$ cat src/rtl/rotate_pkg.sv
// constants for the rotate-right-no-carry datapath
// assumes a single clock and a synchronous active-high reset
package rotate_pkg;
    localparam int DATA_W = 8;
    localparam int OPC_W = 16;
    localparam int ADDR_W = 12;
    localparam int BANK_W = 4;
    localparam logic [5:0] OPC_ROTATE = 6'h10;
    localparam int OPC_HI = 15;
    localparam int OPC_LO = 10;
    localparam int DEST_BIT = 9;
    localparam int WIN_BIT = 8;
    localparam logic [7:0] INDEX_LIMIT = 8'h5F;
    localparam logic [7:0] ACCESS_SPLIT = 8'h60;
    localparam logic [3:0] ACCESS_HI_BANK = 4'hF;
    localparam logic [1:0] PHASE_LAST = 2'h3;
    localparam logic [7:0] ZERO_BYTE = 8'h00;
    localparam logic [15:0] NOP_WORD = 16'h0000;
    typedef enum logic [1:0] {
        PH_DECODE = 2'b00,
        PH_READ = 2'b01,
        PH_PROCESS = 2'b11,
        PH_WRITE = 2'b10
    } phase_t;
endpackage

$ cat src/rtl/rotate_right_no_carry_op.sv
// Overview of operation
// RL1 - rotate source right one bit, bit0 to bit7, set negative and zero flags
// RL2 - destination bit clear: result to accumulator, source unchanged
// RL3 - destination bit set: result written back to source register
// RL4 - window bit clear: operand in access bank, bank pointer ignored
// RL5 - window bit set: address is bank pointer joined with register field
// RL6 - window clear, extended set on, field at most 95: indexed literal offset
// RL7 - opcode top six bits 010000, then d, a, field; one four-phase cycle
//
// single-instruction core slice: fetch word in, data memory port out
// assumes memory read data stands while mem_read_strobe is high
// each instruction phase lasts one clock; done closes the instruction
//
// Local design decisions: the address-and-strobe port and the register offsets.
`timescale 1ns/100ps
`default_nettype none
module rotate_right_no_carry_op
    import rotate_pkg::*;
(
    input wire logic clock,
    input wire logic reset,
    input wire logic [OPC_W-1:0] instr_word,
    input wire logic instr_valid,
    input wire logic [BANK_W-1:0] bank_pointer,
    input wire logic extended_enable,
    input wire logic [ADDR_W-1:0] index_base,
    input wire logic [DATA_W-1:0] mem_read_data,
    output logic [ADDR_W-1:0] mem_addr,
    output logic mem_read_strobe,
    output logic mem_write_strobe,
    output logic [DATA_W-1:0] mem_write_data,
    output logic [DATA_W-1:0] accumulator,
    output logic msb_set_flag,
    output logic result_null_flag,
    output logic busy,
    output logic done,
    output logic illegal_opcode
);
    // ----------------------------------------------------------------
    // state
    // ----------------------------------------------------------------
    phase_t phase_reg, phase_next;
    logic [OPC_W-1:0] word_reg, word_next;
    logic [ADDR_W-1:0] addr_reg, addr_next;
    logic [DATA_W-1:0] data_reg, data_next;
    logic [DATA_W-1:0] acc_reg, acc_next;
    logic neg_reg, neg_next, zero_reg, zero_next;
    logic rd_reg, rd_next, wr_reg, wr_next;
    logic busy_reg, busy_next, done_reg, done_next, bad_reg, bad_next;
    logic [DATA_W-1:0] wdata_reg, wdata_next;

    logic [DATA_W-1:0] rot_result;
    logic rot_msb, rot_null;
    logic [7:0] field;
    logic [ADDR_W-1:0] eff_addr;

    rotate_unit #(.WIDTH(DATA_W)) u_rotate (
        .operand(data_reg),
        .result(rot_result),
        .msb_set(rot_msb),
        .is_null(rot_null)
    );

    // ----------------------------------------------------------------
    // operand address
    // ----------------------------------------------------------------
    always_comb begin
        field = word_reg[7:0];
        if (word_reg[WIN_BIT]) begin
            eff_addr = {bank_pointer, field}; // RL5
        end else if (extended_enable && field <= INDEX_LIMIT) begin
            eff_addr = index_base + {4'h0, field}; // RL6
        end else if (field < ACCESS_SPLIT) begin
            eff_addr = {4'h0, field}; // RL4
        end else begin
            eff_addr = {ACCESS_HI_BANK, field}; // RL4
        end
    end

    // ----------------------------------------------------------------
    // instruction decode
    // ----------------------------------------------------------------
    logic in_decode;
    logic in_read;
    logic in_process;
    logic in_write;
    logic opcode_match;
    logic take_word;
    logic refuse_word;
    logic dest_to_file;

    always_comb begin
        in_decode = (phase_reg == PH_DECODE);
        in_read = (phase_reg == PH_READ);
        in_process = (phase_reg == PH_PROCESS);
        in_write = (phase_reg == PH_WRITE);
        opcode_match = (instr_word[OPC_HI:OPC_LO] == OPC_ROTATE); // RL7
        take_word = in_decode && instr_valid && opcode_match; // RL7
        refuse_word = in_decode && instr_valid && !opcode_match;
        dest_to_file = word_reg[DEST_BIT]; // RL2 RL3
    end

    // ----------------------------------------------------------------
    // phase sequencer: decode, read, process, write
    // ----------------------------------------------------------------
    always_comb begin
        phase_next = phase_reg;
        unique case (phase_reg)
            PH_DECODE: begin
                if (take_word) begin
                    phase_next = PH_READ; // RL7
                end
            end
            PH_READ: begin
                phase_next = PH_PROCESS;
            end
            PH_PROCESS: begin
                phase_next = PH_WRITE;
            end
            PH_WRITE: begin
                phase_next = PH_DECODE; // RL7
            end
        endcase
    end

    always_ff @(posedge clock) begin
        if (reset) begin
            phase_reg <= PH_DECODE;
        end else begin
            phase_reg <= phase_next;
        end
    end

    // ----------------------------------------------------------------
    // instruction hold and busy
    // ----------------------------------------------------------------
    always_comb begin
        word_next = word_reg;
        busy_next = busy_reg;
        if (take_word) begin
            word_next = instr_word; // RL7
            busy_next = 1'b1;
        end else if (in_write) begin
            busy_next = 1'b0;
        end
    end

    always_ff @(posedge clock) begin
        if (reset) begin
            word_reg <= NOP_WORD;
            busy_reg <= 1'b0;
        end else begin
            word_reg <= word_next;
            busy_reg <= busy_next;
        end
    end

    // ----------------------------------------------------------------
    // illegal opcode pulse
    // ----------------------------------------------------------------
    always_comb begin
        bad_next = refuse_word; // RL7
    end

    always_ff @(posedge clock) begin
        if (reset) begin
            bad_reg <= 1'b0;
        end else begin
            bad_reg <= bad_next;
        end
    end

    // ----------------------------------------------------------------
    // operand read port
    // ----------------------------------------------------------------
    always_comb begin
        addr_next = addr_reg;
        rd_next = 1'b0;
        if (in_read) begin
            addr_next = eff_addr; // RL4 RL5 RL6
            rd_next = 1'b1;
        end
    end

    always_ff @(posedge clock) begin
        if (reset) begin
            addr_reg <= '0;
            rd_reg <= 1'b0;
        end else begin
            addr_reg <= addr_next;
            rd_reg <= rd_next;
        end
    end

    // ----------------------------------------------------------------
    // operand capture
    // ----------------------------------------------------------------
    always_comb begin
        data_next = data_reg;
        if (in_process) begin
            data_next = mem_read_data;
        end
    end

    always_ff @(posedge clock) begin
        if (reset) begin
            data_reg <= ZERO_BYTE;
        end else begin
            data_reg <= data_next;
        end
    end

    // ----------------------------------------------------------------
    // write back to the source register
    // ----------------------------------------------------------------
    always_comb begin
        wr_next = 1'b0;
        wdata_next = wdata_reg;
        if (in_write && dest_to_file) begin
            wr_next = 1'b1; // RL3
            wdata_next = rot_result; // RL3
        end
    end

    always_ff @(posedge clock) begin
        if (reset) begin
            wr_reg <= 1'b0;
            wdata_reg <= ZERO_BYTE;
        end else begin
            wr_reg <= wr_next;
            wdata_reg <= wdata_next;
        end
    end

    // ----------------------------------------------------------------
    // accumulator load
    // ----------------------------------------------------------------
    always_comb begin
        acc_next = acc_reg;
        if (in_write && !dest_to_file) begin
            acc_next = rot_result; // RL2
        end
    end

    always_ff @(posedge clock) begin
        if (reset) begin
            acc_reg <= ZERO_BYTE;
        end else begin
            acc_reg <= acc_next;
        end
    end

    // ----------------------------------------------------------------
    // negative and zero flags
    // ----------------------------------------------------------------
    always_comb begin
        neg_next = neg_reg;
        zero_next = zero_reg;
        if (in_write) begin
            neg_next = rot_msb; // RL1
            zero_next = rot_null; // RL1
        end
    end

    always_ff @(posedge clock) begin
        if (reset) begin
            neg_reg <= 1'b0;
            zero_reg <= 1'b0;
        end else begin
            neg_reg <= neg_next;
            zero_reg <= zero_next;
        end
    end

    // ----------------------------------------------------------------
    // end of instruction pulse
    // ----------------------------------------------------------------
    always_comb begin
        done_next = in_write; // RL7
    end

    always_ff @(posedge clock) begin
        if (reset) begin
            done_reg <= 1'b0;
        end else begin
            done_reg <= done_next;
        end
    end

    // ----------------------------------------------------------------
    // outputs
    // ----------------------------------------------------------------
    always_comb begin
        mem_addr = addr_reg;
        mem_read_strobe = rd_reg;
        mem_write_strobe = wr_reg;
        mem_write_data = wdata_reg;
        accumulator = acc_reg;
        msb_set_flag = neg_reg;
        result_null_flag = zero_reg;
        busy = busy_reg;
        done = done_reg;
        illegal_opcode = bad_reg;
    end
endmodule
`default_nettype wire

$ cat src/rtl/rotate_unit.sv
// combinational rotate right by one, no carry, with flag outputs
// assumes operand is valid for the whole write phase
`timescale 1ns/100ps
`default_nettype none
module rotate_unit
    import rotate_pkg::*;
#(
    parameter int WIDTH = DATA_W
) (
    input wire logic [WIDTH-1:0] operand,
    output logic [WIDTH-1:0] result,
    output logic msb_set,
    output logic is_null
);
    always_comb begin
        result = {operand[0], operand[WIDTH-1:1]}; // RL1
        msb_set = result[WIDTH-1]; // RL1
        is_null = (result == '0); // RL1
    end
endmodule
`default_nettype wire

$ cat config.mk
export PLATFORM = sky130hd
export DESIGN_NAME = rotate_right_no_carry_op
export DESIGN_NICKNAME = d
export VERILOG_FILES = /design/src/rtl/rotate_pkg.sv /design/src/rtl/rotate_right_no_carry_op.sv /design/src/rtl/rotate_unit.sv
export SDC_FILE = /design/constraint.sdc
export NUM_CORES = 1
export LEC_CHECK = 0
export BUFFER_PORTS_ARGS = -buffer_cell sky130_fd_sc_hd__buf_2
export CAP_MARGIN = 30
export CORE_MARGIN = 5
export CORE_UTILIZATION = 55
export CTS_CLUSTER_DIAMETER = 60
export DETAILED_ROUTE_END_ITERATION = 8
export PLACE_DENSITY = 0.84
export SYNTH_ARGS = -nofsm -noshare
export SYNTH_HDL_FRONTEND = slang
export SYNTH_SLANG_ARGS = --single-unit
$ cat constraint.sdc
create_clock -name clock -period 4.1 [get_ports clock]
set_input_delay 0 -clock clock [delete_from_list [all_inputs] [get_ports clock]]
set_output_delay 0 -clock clock [all_outputs]
set_load 0.01 [all_outputs]
---- Word level (Yosys, flattened, before mapping) ----
Index checks and enable logic that the tools add are counted.
word-level totals
  register bits ........................... 55
  output and inout bits ................... 35
  input bits .............................. 44
cells by class
  equal/unequal tests ..................... 5
  reduce and logical (&&, ||, !) cells .... 11
  order comparisons ....................... 2
  add/sub/neg operators ................... 1
  muxes and demuxes ....................... 9
operators by type and width
  cell                                                            number
  2-to-1 mux 12 bit                                               3
  adder 12 x 8 -> 12 bit                                          1
  less-or-equal comparator 8 x 7 -> 1 bit, second input constant  1
  zero test 8 bit                                                 1
  less-than comparator 8 x 7 -> 1 bit, second input constant      1
  one-hot mux 2 bit (4 select lines)                              1
  == test 6 x 5 -> 1 bit, second input constant                   1
  logical AND 1 bit                                               6
  == test 2 bit, second input constant                            2
  2-to-1 mux 1 bit                                                4
  == test 2 x 1 -> 1 bit, second input constant                   1
  zero test 1 bit                                                 2
  zero test 2 bit                                                 1
  2-to-1 mux 2 bit                                                1
  != test 2 x 1 -> 1 bit, second input constant                   1
  nonzero test 2 bit                                              1

---- Longest topological paths before layout ----
Gate-level depths: netlist (run 1).
  depth after elaboration ................. 5
  mapped depth ............................ 8

---- Hierarchy ----
A second synthesis (run 1) with hierarchy kept.
unflattened totals
  cells, all modules ...................... 311
  area total of the unflattened synthesis .. 2642.5 sq um
by module, submodules not included
  module                    sequential area each (sq um)  times used  cells each  area an instance (sq um)
  rotate_right_no_carry_op  1101.1                        1           299         2556.2
  rotate_unit               0.0                           1           12          86.3

---- Least setup slack after synthesis (run 1) ----
OpenSTA, ideal clock, no wires.
  kind .................................... register -> register
  start point ............................. register word_reg[1]
  end point ............................... register addr_reg[9], in the netlist mem_addr[9]
  period minus slack after synthesis ...... 1835 ps
  stages on the path, launching flop included .. 7
  setup slack ............................. 2265 ps
  arrival time ............................ 1774 ps
  setup time .............................. 62 ps
  cell sequence ........................... dfxtp_1 -> ha_1 -> a211oi_2 -> o21ai_2 -> o311a_1 -> or4b_1 -> nand3_1
between the ends
  cells in the longest elaborated chain, start to end .. 4
  elaborated cells between the ends (all ways) .. 7
ends and longest elaborated chain
  element                                                                                                line                                                            text
  start, declared                                                                                        rotate_right_no_carry_op.sv:43                                  logic [OPC_W-1:0] word_reg, word_next;
  start signal, assigned                                                                                 rotate_right_no_carry_op.sv:153                                 word_reg <= word_next;
  less-than comparator 8 x 7 -> 1 bit / less-or-equal comparator 8 x 7 -> 1 bit (equally long branches)  rotate_right_no_carry_op.sv:73, rotate_right_no_carry_op.sv:71
  2-to-1 mux 12 bit / logical AND 1 bit (equally long branches)                                          rotate_right_no_carry_op.sv:73, rotate_right_no_carry_op.sv:71
  2-to-1 mux 12 bit *                                                                                    rotate_right_no_carry_op.sv:71                                  end else if (extended_enable && field <= INDEX_LIMIT) begin
  2-to-1 mux 12 bit *                                                                                    rotate_right_no_carry_op.sv:69                                  if (word_reg[WIN_BIT]) begin
  end signal, assigned                                                                                   rotate_right_no_carry_op.sv:190                                 addr_reg <= addr_next;
  end, declared                                                                                          rotate_right_no_carry_op.sv:44                                  logic [ADDR_W-1:0] addr_reg, addr_next;
Mark *: on every way between the ends. The rest lies on a longest branch, timed or not.
A chain may end at the register's enable or synchronous reset.

---- Worst setup path after layout (run 1) ----
Ends and elaborated chain as after synthesis.

==> results of run 1 <==
==> Yosys cell counts, types with 2 or more instances <==
cell       count
xor2_1         2
mux2i_1       11
a211oi_1       6
inv_1          7
ha_1           8
nor2b_1        4
nand4_1        2
o2111ai_1      2
a31oi_1        3
nand3b_1       2
nor4_1         3
and4_1         2
nor4b_1        2
a21oi_1       38
and2_1         2
buf_2          4
o21ai_0       15
clkbuf_1      12
a311oi_1       2
nand2_1       49
nand2b_1       4
and3_1         3
nand3_1       22
nor3_1         3
o211ai_1       3
nor2_1        23
dfxtp_1       55
==> worst max-delay path: cells and delay by family (launching register included) <==
family,cells,cell delay [ps]
adders and majority gates,1,270
AOI/OAI and AO/OA,3,740
DFF,1,400
and+or+nand+nor,2,560
==> metrics by stage <==
stage	instances	setup slack, ps
3_3_place_gp	431	2160
5_1_grt	461	1900
3_5_place_dp	431	2100
2_1_floorplan	316	2260
4_1_cts	461	2080
6_report	461	2090
==> cell families after synthesis <==
kind of cell,after synthesis,share of synthesized area
and+or+nand+nor,129,0.243
buffers and inverters,25,0.0383
xor gates and xnor gates,3,0.0100
DFF,55,0.421
adders and majority gates,9,0.0459
AOI/OAI and AO/OA,83,0.195
muxes,12,0.0464
==> how the worst max path moves through the flow <==
| stage | endpoint | slack, ps |
|---|---|---|
| global placement | mem_addr[9] | 2160 |
| finish | mem_addr[9] | 2090 |
| floorplan | mem_addr[9] | 2260 |
| global route | mem_write_data[6] | 1900 |
| detailed placement | mem_addr[9] | 2100 |
| CTS | mem_addr[9] | 2080 |
==> routing by layer <==
layer | global-route usage | routed length (um) | vias up
met4 | 0.0653 | 92 | 0
met5 | 0 | 0 | -
met2 | 0.407 | 3590 | 120
met3 | 0.0488 | 522 | 11
li1 | - | - | 1306
met1 | 0.261 | 2790 | 1241
==> power breakdown <==
group / switching [mW] / leakage, nW / total (mW) / internal [mW]
clock network: 0.182 / 0.0443 / 0.305 / 0.123
logic: 0.0403 / 1.00 / 0.0816 / 0.0413
registers: 0.00175 / 0.443 / 0.537 / 0.536
total: 0.224 / 1.49 / 0.924 / 0.699
==> layout make-up <==
cell class / count / area (um2) / share of cell area
timing repair buffer: 101 / 618 / 0.186
tap: 54 / 67.6 / 0.0203
clock buffer: 5 / 68.8 / 0.0207
sequential: 55 / 1100 / 0.332
clock inverter: 3 / 25.0 / 0.00754
inverter: 7 / 26.3 / 0.00791
multi-input combinational: 236 / 1410 / 0.426
==> repair_timing <==
item	CTS	global route
hold endpoints to repair	21	0
hold buffers	22	0
buffers inserted	0	0
==> key figures, run 1 <==
Die
  • Die ar.: 6230 um2
  • Number of I/O pins: 79
  • Core region area: 4660 um2
  • Row count: 25
  • Die X: 79.0 um
  • Die Ht: 79.0 um
  • Initial core utilization: 0.561

Synthesis
  • Gate Count Post-Synth: 316
  • Synth Area per Inst: 8.28 um2
  • Synth Warn #: 0
  • Top_reg_cell synth: dfxtp_1
  • Async SR Flop Fraction: 0
  • Largest area contributor in the netlist: dfxtp_1
  • Sequential area share after synthesis: 0.421
  • Syn Nets: 369
  • Count of different cell masters after synthesis: 54
  • Synth area leaders: dfxtp_1 42%, a21oi_1 7.3%, nand2_1 7.0%
  • Yosys reg bits: 55
  • Number of enable flip-flop cells after synthesis: 0
  • Yosys top cell area share: 0.421
  • Synthesized cell area: 2620 um2

Status
  • Outcome: complete, no violations

Worst hold path
  • Hold depth: 4
  • Hold Startpoint: index_base[9]
  • Hold Path End: mem_addr[9]
  • Worst hold-check path type: in -> reg

Critical path
  • CP peak stage delay: 480 ps
  • CP max-delay cell: or4b_1
  • Arr. time, crit path: 2270 ps
  • Reg2reg start: word_reg[1]
  • Setup crit start kind: flip-flop
  • Crit. Startpoint: word_reg[1]
  • Crit. End Element: flip-flop
  • Critical Path, Cell by Cell: ha_1, a211oi_2, o21ai_2, o311a_1, or4b_1, nand3_1
  • CP Max Fanout: 4
  • Worst r2r dst: mem_addr[9]
  • Worst R2R Setup Slack: 2090 ps
  • Crit path required time: 4360 ps
  • Cells on worst reg2reg path: 6
  • Critical path class: reg -> reg

Power
  • Pwr dens: 278 nW/um2
  • Leakage Power: 1.49 nW
  • Worst vdd ir: 0.000196 V
  • Pwr Total: 924 uW

Global route
  • Vias in the first global route: 2467
  • Largest net degree at the start of global routing: 52
  • Initial antenna violation count: 0
  • Remaining Overflow, GRT: 0
  • Total GRT Usage: 0.223
  • First-pass GRT wire length: 11100 um

Clocking
  • CTS max path bufs: 2
  • Root buffer cell: clkbuf_8
  • Clock slew at reported path FFs: 100 ps
  • CTS tree: built
  • Total clock sinks: 55
  • Post-cts resize count: 0
  • Clock Latency Late Sink: 310 ps
  • H-Tree Depth: 2
  • CTS buffer count: 5

Placement
  • DP HPWL: 4940 um
  • Post-placement cell area: 3010 um2
  • Routability Congestion: 0.887
  • Port bufs: 78

Final layout
  • Share of cells above drive strength 1: 0.231
  • Max FFs per register: 12
  • Fin area: 3320 um2
  • FILL cells: 382
  • Most frequent cells in the layout: 78 x buf_2, 55 x dfxtp_1, 49 x nand2_1
  • Post-layout util: 0.712
  • ANT cells: 0
  • Commonest non-fill, non-tap cell in the layout: buf_2
  • Area grow syn2layout: 27.0%
  • Fin nets: 459

STA
  • RSZ-0062 raised after global routing: no
  • Crit path time final: 2010 ps
  • Final period util: 0.491
  • Fmax: 497 MHz
  • Setup Skew: 13.9 ps
  • Setup TNS: 0 ps
  • Final setup violation count: 0
  • Hold slack: 50.0 ps
  • Worst Tran Pin Value: 941 ps
  • Worst slew margin: 0.373
  • Final Hold Viols: 0
  • Max-slew violation count: 0

Detailed routing
  • Routed Antenna Nets: 0
  • # DRC: 0
  • Via count: 2678
  • Detailed Routing Iterations Pass 1: 4
  • Via/cell ratio: 5.81
  • DRT iter0 DRCs: 191
  • WL/cell: 15.2 um
  • Detailed Route WL: 6990 um

Run
  • Max Cap Viol: 0
Power figures use the tool's default switching activity.
==> inputs of run 2 (changes only) <==
Settings changed: CORE_UTILIZATION 55 to 46, PLACE_DENSITY 0.84 to 0.74.
Clock period 4.1 ns to 1.6 ns, I/O delays scaled along.
==> key figures, run 2 (synthesis gave the netlist of run 1 again) <==
STA
  • Final period util: 1.14
  • Final setup margin: -232 ps
  • Worst Tran Pin Value: 512 ps
  • RSZ-0062 raised after global routing: yes
  • Worst slew margin: 0.658
  • Hold slack: 15.0 ps
  • Final Hold Viols: 0
  • Fmax: 546 MHz
  • Crit path time final: 1830 ps
  • Max-slew violation count: 0
  • Final setup violation count: 9
  • Setup Skew: 11.4 ps
  • Setup TNS: -1160 ps

Detailed routing
  • # DRC: 0
  • Via count: 2828
  • DRT iter0 DRCs: 207
  • Routed Antenna Nets: 0
  • WL/cell: 15.4 um
  • Detailed Routing Iterations Pass 1: 4
  • Detailed Route WL: 8030 um
  • Via/cell ratio: 5.43

Status
  • Failing checks: setup timing
  • Outcome: complete, but fails checks

Clocking
  • CTS tree: built
  • CTS max path bufs: 2
  • Clock Latency Late Sink: 320 ps
  • Total clock sinks: 55
  • Clock slew at reported path FFs: 110 ps
  • Root buffer cell: clkbuf_8
  • H-Tree Depth: 2
  • CTS buffer count: 5

Worst hold path
  • Worst hold-check path type: in -> reg
  • Hold depth: 3
  • Hold Path End: mem_addr[10]
  • Hold Startpoint: index_base[10]

Final layout
  • Most frequent cells in the layout: 78 x buf_2, 50 x dfxtp_1, 48 x nand2_1
  • Fin nets: 501
  • Share of cells above drive strength 1: 0.374
  • Area grow syn2layout: 48.9%
  • ANT cells: 0
  • Max FFs per register: 12
  • Commonest non-fill, non-tap cell in the layout: buf_2

Global route
  • Remaining Overflow, GRT: 0
  • First-pass GRT wire length: 12900 um
  • Initial antenna violation count: 0
  • Total GRT Usage: 0.215
  • Largest net degree at the start of global routing: 49
  • Vias in the first global route: 2733

Power
  • Internal: 1.84 mW
  • Sw Share: 0.262
  • Leakage Power: 1.75 nW
  • Pwr Total: 2.50 mW
  • Sw Pwr: 655 uW
  • Comb pwr share: 0.106
  • Clock share of power: 0.343
  • Pwr dens: 641 nW/um2
  • Sequential share of power: 0.552
  • Worst vdd ir: 0.000395 V

Critical path
  • Crit. End Element: flip-flop
  • Worst r2r dst: mem_addr[9]
  • Critical path class: reg -> reg
  • Setup crit start kind: flip-flop
  • Crit path required time: 1870 ps
  • Arr. time, crit path: 2100 ps
  • CP Max Fanout: 3
  • Reg2reg start: word_reg[1]
  • Worst R2R Setup Slack: -230 ps
  • Cells on worst reg2reg path: 6

Die
  • Initial core utilization: 0.475
  • Number of I/O pins: 79
  • Row count: 27
  • Die ar.: 7290 um2
  • Core region area: 5510 um2
  • Die X: 85.4 um
  • Die Ht: 85.4 um

Placement
  • Routability Congestion: 0.900
  • DP HPWL: 5340 um
  • Port bufs: 78

Run
  • Max Cap Viol: 0
-- run 2: cell types whose count changed in the layout (fill, tap and decap cells not counted), sizes merged --
cell,delta
buf,+42
clkinvlp,-1
inv,+1
-- run 2: how the worst max path moves through the flow --
stage	startpoint	to	slack (ps)
6_report	word_reg[1]	mem_addr[9]	-230
5_1_grt	word_reg[1]	mem_addr[9]	-290
4_1_cts	word_reg[2]	mem_addr[9]	-180
3_5_place_dp	word_reg[1]	mem_addr[9]	-230
3_3_place_gp	word_reg[1]	mem_addr[9]	-200
2_1_floorplan	word_reg[1]	mem_addr[9]	-180
-- run 2: cell type report --
type | instances | area, um2
repair buffers | 143 | 970
inverters | 7 | 26.3
well taps | 72 | 90.1
clock inverters | 3 | 33.8
multi-input cells | 236 | 1600
fillers | 390 | 1610
flip-flops and latches | 55 | 1110
clock buffers | 5 | 68.8
-- run 2: stage by stage --
stage	utilization	instances	instance area, um2	setup WS [ps]
2_1_floorplan	-	316	2650	-183
3_3_place_gp	0.611	485	3360	-200
3_5_place_dp	0.611	485	3360	-229
4_1_cts	0.688	516	3790	-176
5_1_grt	0.707	521	3890	-291
6_report	0.707	521	3890	-232
-- run 2: worst max-delay path, cell delays in order, from the launching register on --
cell and delay [ps]:
dfxtp_2 370, ha_4 200, a211oi_2 200, o21ai_2 100
o311a_1 340, or4b_1 480, nand3_1 80
-- run 2: layer usage --
layer | global-route usage | wire length, um | up-vias
li1 | - | - | 1396
met1 | 0.270 | 3440 | 1314
met2 | 0.375 | 3930 | 108
met3 | 0.0417 | 564 | 10
met4 | 0.0590 | 97 | 0
met5 | 0 | 0 | -
-- run 2: power groups by stage --
stage	combinational [mW]	sequential, mW	clock [mW]
floorplan	0.0838	1.41	0
global placement	0.190	1.41	0
detailed placement	0.192	1.41	0
CTS	0.247	1.38	0.859
global route	0.284	1.38	0.922
finish	0.264	1.38	0.855
-- run 2: timing repair --
| action | 4_1_cts | 5_1_grt |
|---|---|---|
| hold endpoints to repair | 21 | 0 |
| buffers inserted | 1 | 5 |
| gates resized for setup | 21 | 18 |
| pin swaps | 10 | 3 |
| setup endpoints to repair | 8 | 19 |
| hold buffers | 22 | 0 |
==> inputs of run 3 (changes only) <==
Settings changed: CORE_UTILIZATION 46 to 51, CTS_CLUSTER_DIAMETER 60 to 50, PLACE_DENSITY 0.74 to 0.78.
Clock period 1.6 ns to 2.1 ns, I/O delays scaled along.
==> key figures, run 3 (synthesis gave the netlist of run 1 again) <==
Status
  • Outcome: complete, no violations

Run
  • Max Cap Viol: 0

Final layout
  • Area grow syn2layout: 29.4%
  • Fin nets: 466
  • Max FFs per register: 12
  • ANT cells: 0
  • Share of cells above drive strength 1: 0.246
  • Non-filler instance count after layout: 484
  • Most frequent cells in the layout: 78 x buf_2, 55 x dfxtp_1, 49 x nand2_1
  • Commonest non-fill, non-tap cell in the layout: buf_2

Power
  • Leakage Power: 1.52 nW
  • Worst vdd ir: 0.000279 V
  • Pwr Total: 1.78 mW
  • Pwr dens: 526 nW/um2

Clocking
  • Clock slew at reported path FFs: 100 ps
  • H-Tree Depth: 2
  • Root buffer cell: clkbuf_8
  • Total clock sinks: 55
  • Clock Latency Late Sink: 300 ps
  • CTS buffer count: 5
  • CTS max path bufs: 2
  • CTS tree: built
  • Post CTS Setup Buffer Count: 0

Worst hold path
  • Hold depth: 3
  • Worst hold-check path type: in -> reg

Global route
  • Initial antenna violation count: 0
  • Remaining Overflow, GRT: 0
  • First-pass GRT wire length: 11500 um
  • Total GRT Usage: 0.220
  • Vias in the first global route: 2566
  • Largest net degree at the start of global routing: 40

STA
  • Final period util: 0.930
  • Setup Skew: 6.31 ps
  • Crit path time final: 1950 ps
  • Setup TNS: 0 ps
  • Final setup violation count: 0
  • Max-slew violation count: 0
  • Worst slew margin: 0.625
  • Final Hold Viols: 0
  • RSZ-0062 raised after global routing: no
  • Final setup margin: 146 ps
  • Fmax: 512 MHz
  • Hold slack: 38.8 ps
  • Worst Tran Pin Value: 557 ps

Critical path
  • Arr. time, crit path: 2200 ps
  • CP Max Fanout: 4
  • Critical path class: reg -> reg
  • Crit path required time: 2350 ps
  • Setup crit start kind: flip-flop
  • Cells on worst reg2reg path: 6
  • Crit. End Element: flip-flop

Detailed routing
  • Via count: 2627
  • Routed Antenna Nets: 0
  • WL/cell: 14.8 um
  • # DRC: 0
  • DRT iter0 DRCs: 123
  • Detailed Route WL: 7140 um
  • Via/cell ratio: 5.43
  • Detailed Routing Iterations Pass 1: 4

Die
  • Die X: 81.6 um
  • Initial core utilization: 0.519
  • Core region area: 5040 um2
  • Row count: 26
  • Number of I/O pins: 79
  • Die ar.: 6660 um2
  • Die Ht: 81.6 um

Placement
  • Placed cells: 455
  • Port bufs: 78
  • Routability Congestion: 0.868
  • Pre-CTS setup slack: 155 ps
  • DP HPWL: 5170 um
==> run 3: cell count changes in the layout (fill, tap and decap cells not counted), sizes merged <==
cell,before,now
buf,121,87
clkbuf,5,6
clkinv,2,1
clkinvlp,0,1
dlygate4sd3,22,21
inv,8,7
==> run 3: per-stage QoR <==
step	utilization	cell area [um2]
global placement	0.612	3090
global route	0.671	3380
detailed placement	0.612	3090
CTS	0.671	3380
finish	0.671	3380
floorplan	-	2620
==> run 3: final timing paths <==
| check | startpoint | end | slack [ps] |
|---|---|---|---|
| min | index_base[10] | mem_addr[10] | 40 |
| min reg2reg | busy | busy | 460 |
| max | word_reg[1] | mem_addr[9] | 150 |
| max reg2reg | word_reg[1] | mem_addr[9] | 150 |
==> run 3: power by group <==
part	internal [mW]	switching, mW
registers	1.05	0.00258
logic	0.0817	0.0820
clock network	0.234	0.334
total	1.36	0.418
==> run 3: worst max-delay path, stage by stage (launching register included) <==
cell      delay (ps)
dfxtp_1          390
ha_1             270
a211oi_2         250
o21ai_2          130
o311a_1          330
or4b_1           470
nand3_1           80
==> run 3: final cells by class <==
class                   count  area (um2)
flip-flops and latches     55        1100
inverters                   7        26.3
clock buffers               6        72.6
fillers                   415        1660
repair buffers            108         668
multi-input cells         236        1420
clock inverters             2        12.5
well taps                  70        87.6
==> run 3: timing repair <==
| action | in CTS | in global routing |
|---|---|---|
| setup endpoints to repair | 0 | 1 |
| gates resized for setup | 0 | 1 |
| endpoints found under the hold margin | 20 | 0 |
| hold buffers | 21 | 0 |
==> run 3: per-layer routing <==
metal,global-route usage,share of wire,wire (um),vias to the layer above
met5,0,0,0,-
met4,0.0847,0.013,94,0
met3,0.0329,0.065,464,10
met2,0.388,0.50,3540,84
met1,0.270,0.43,3040,1216
li1,-,-,-,1317
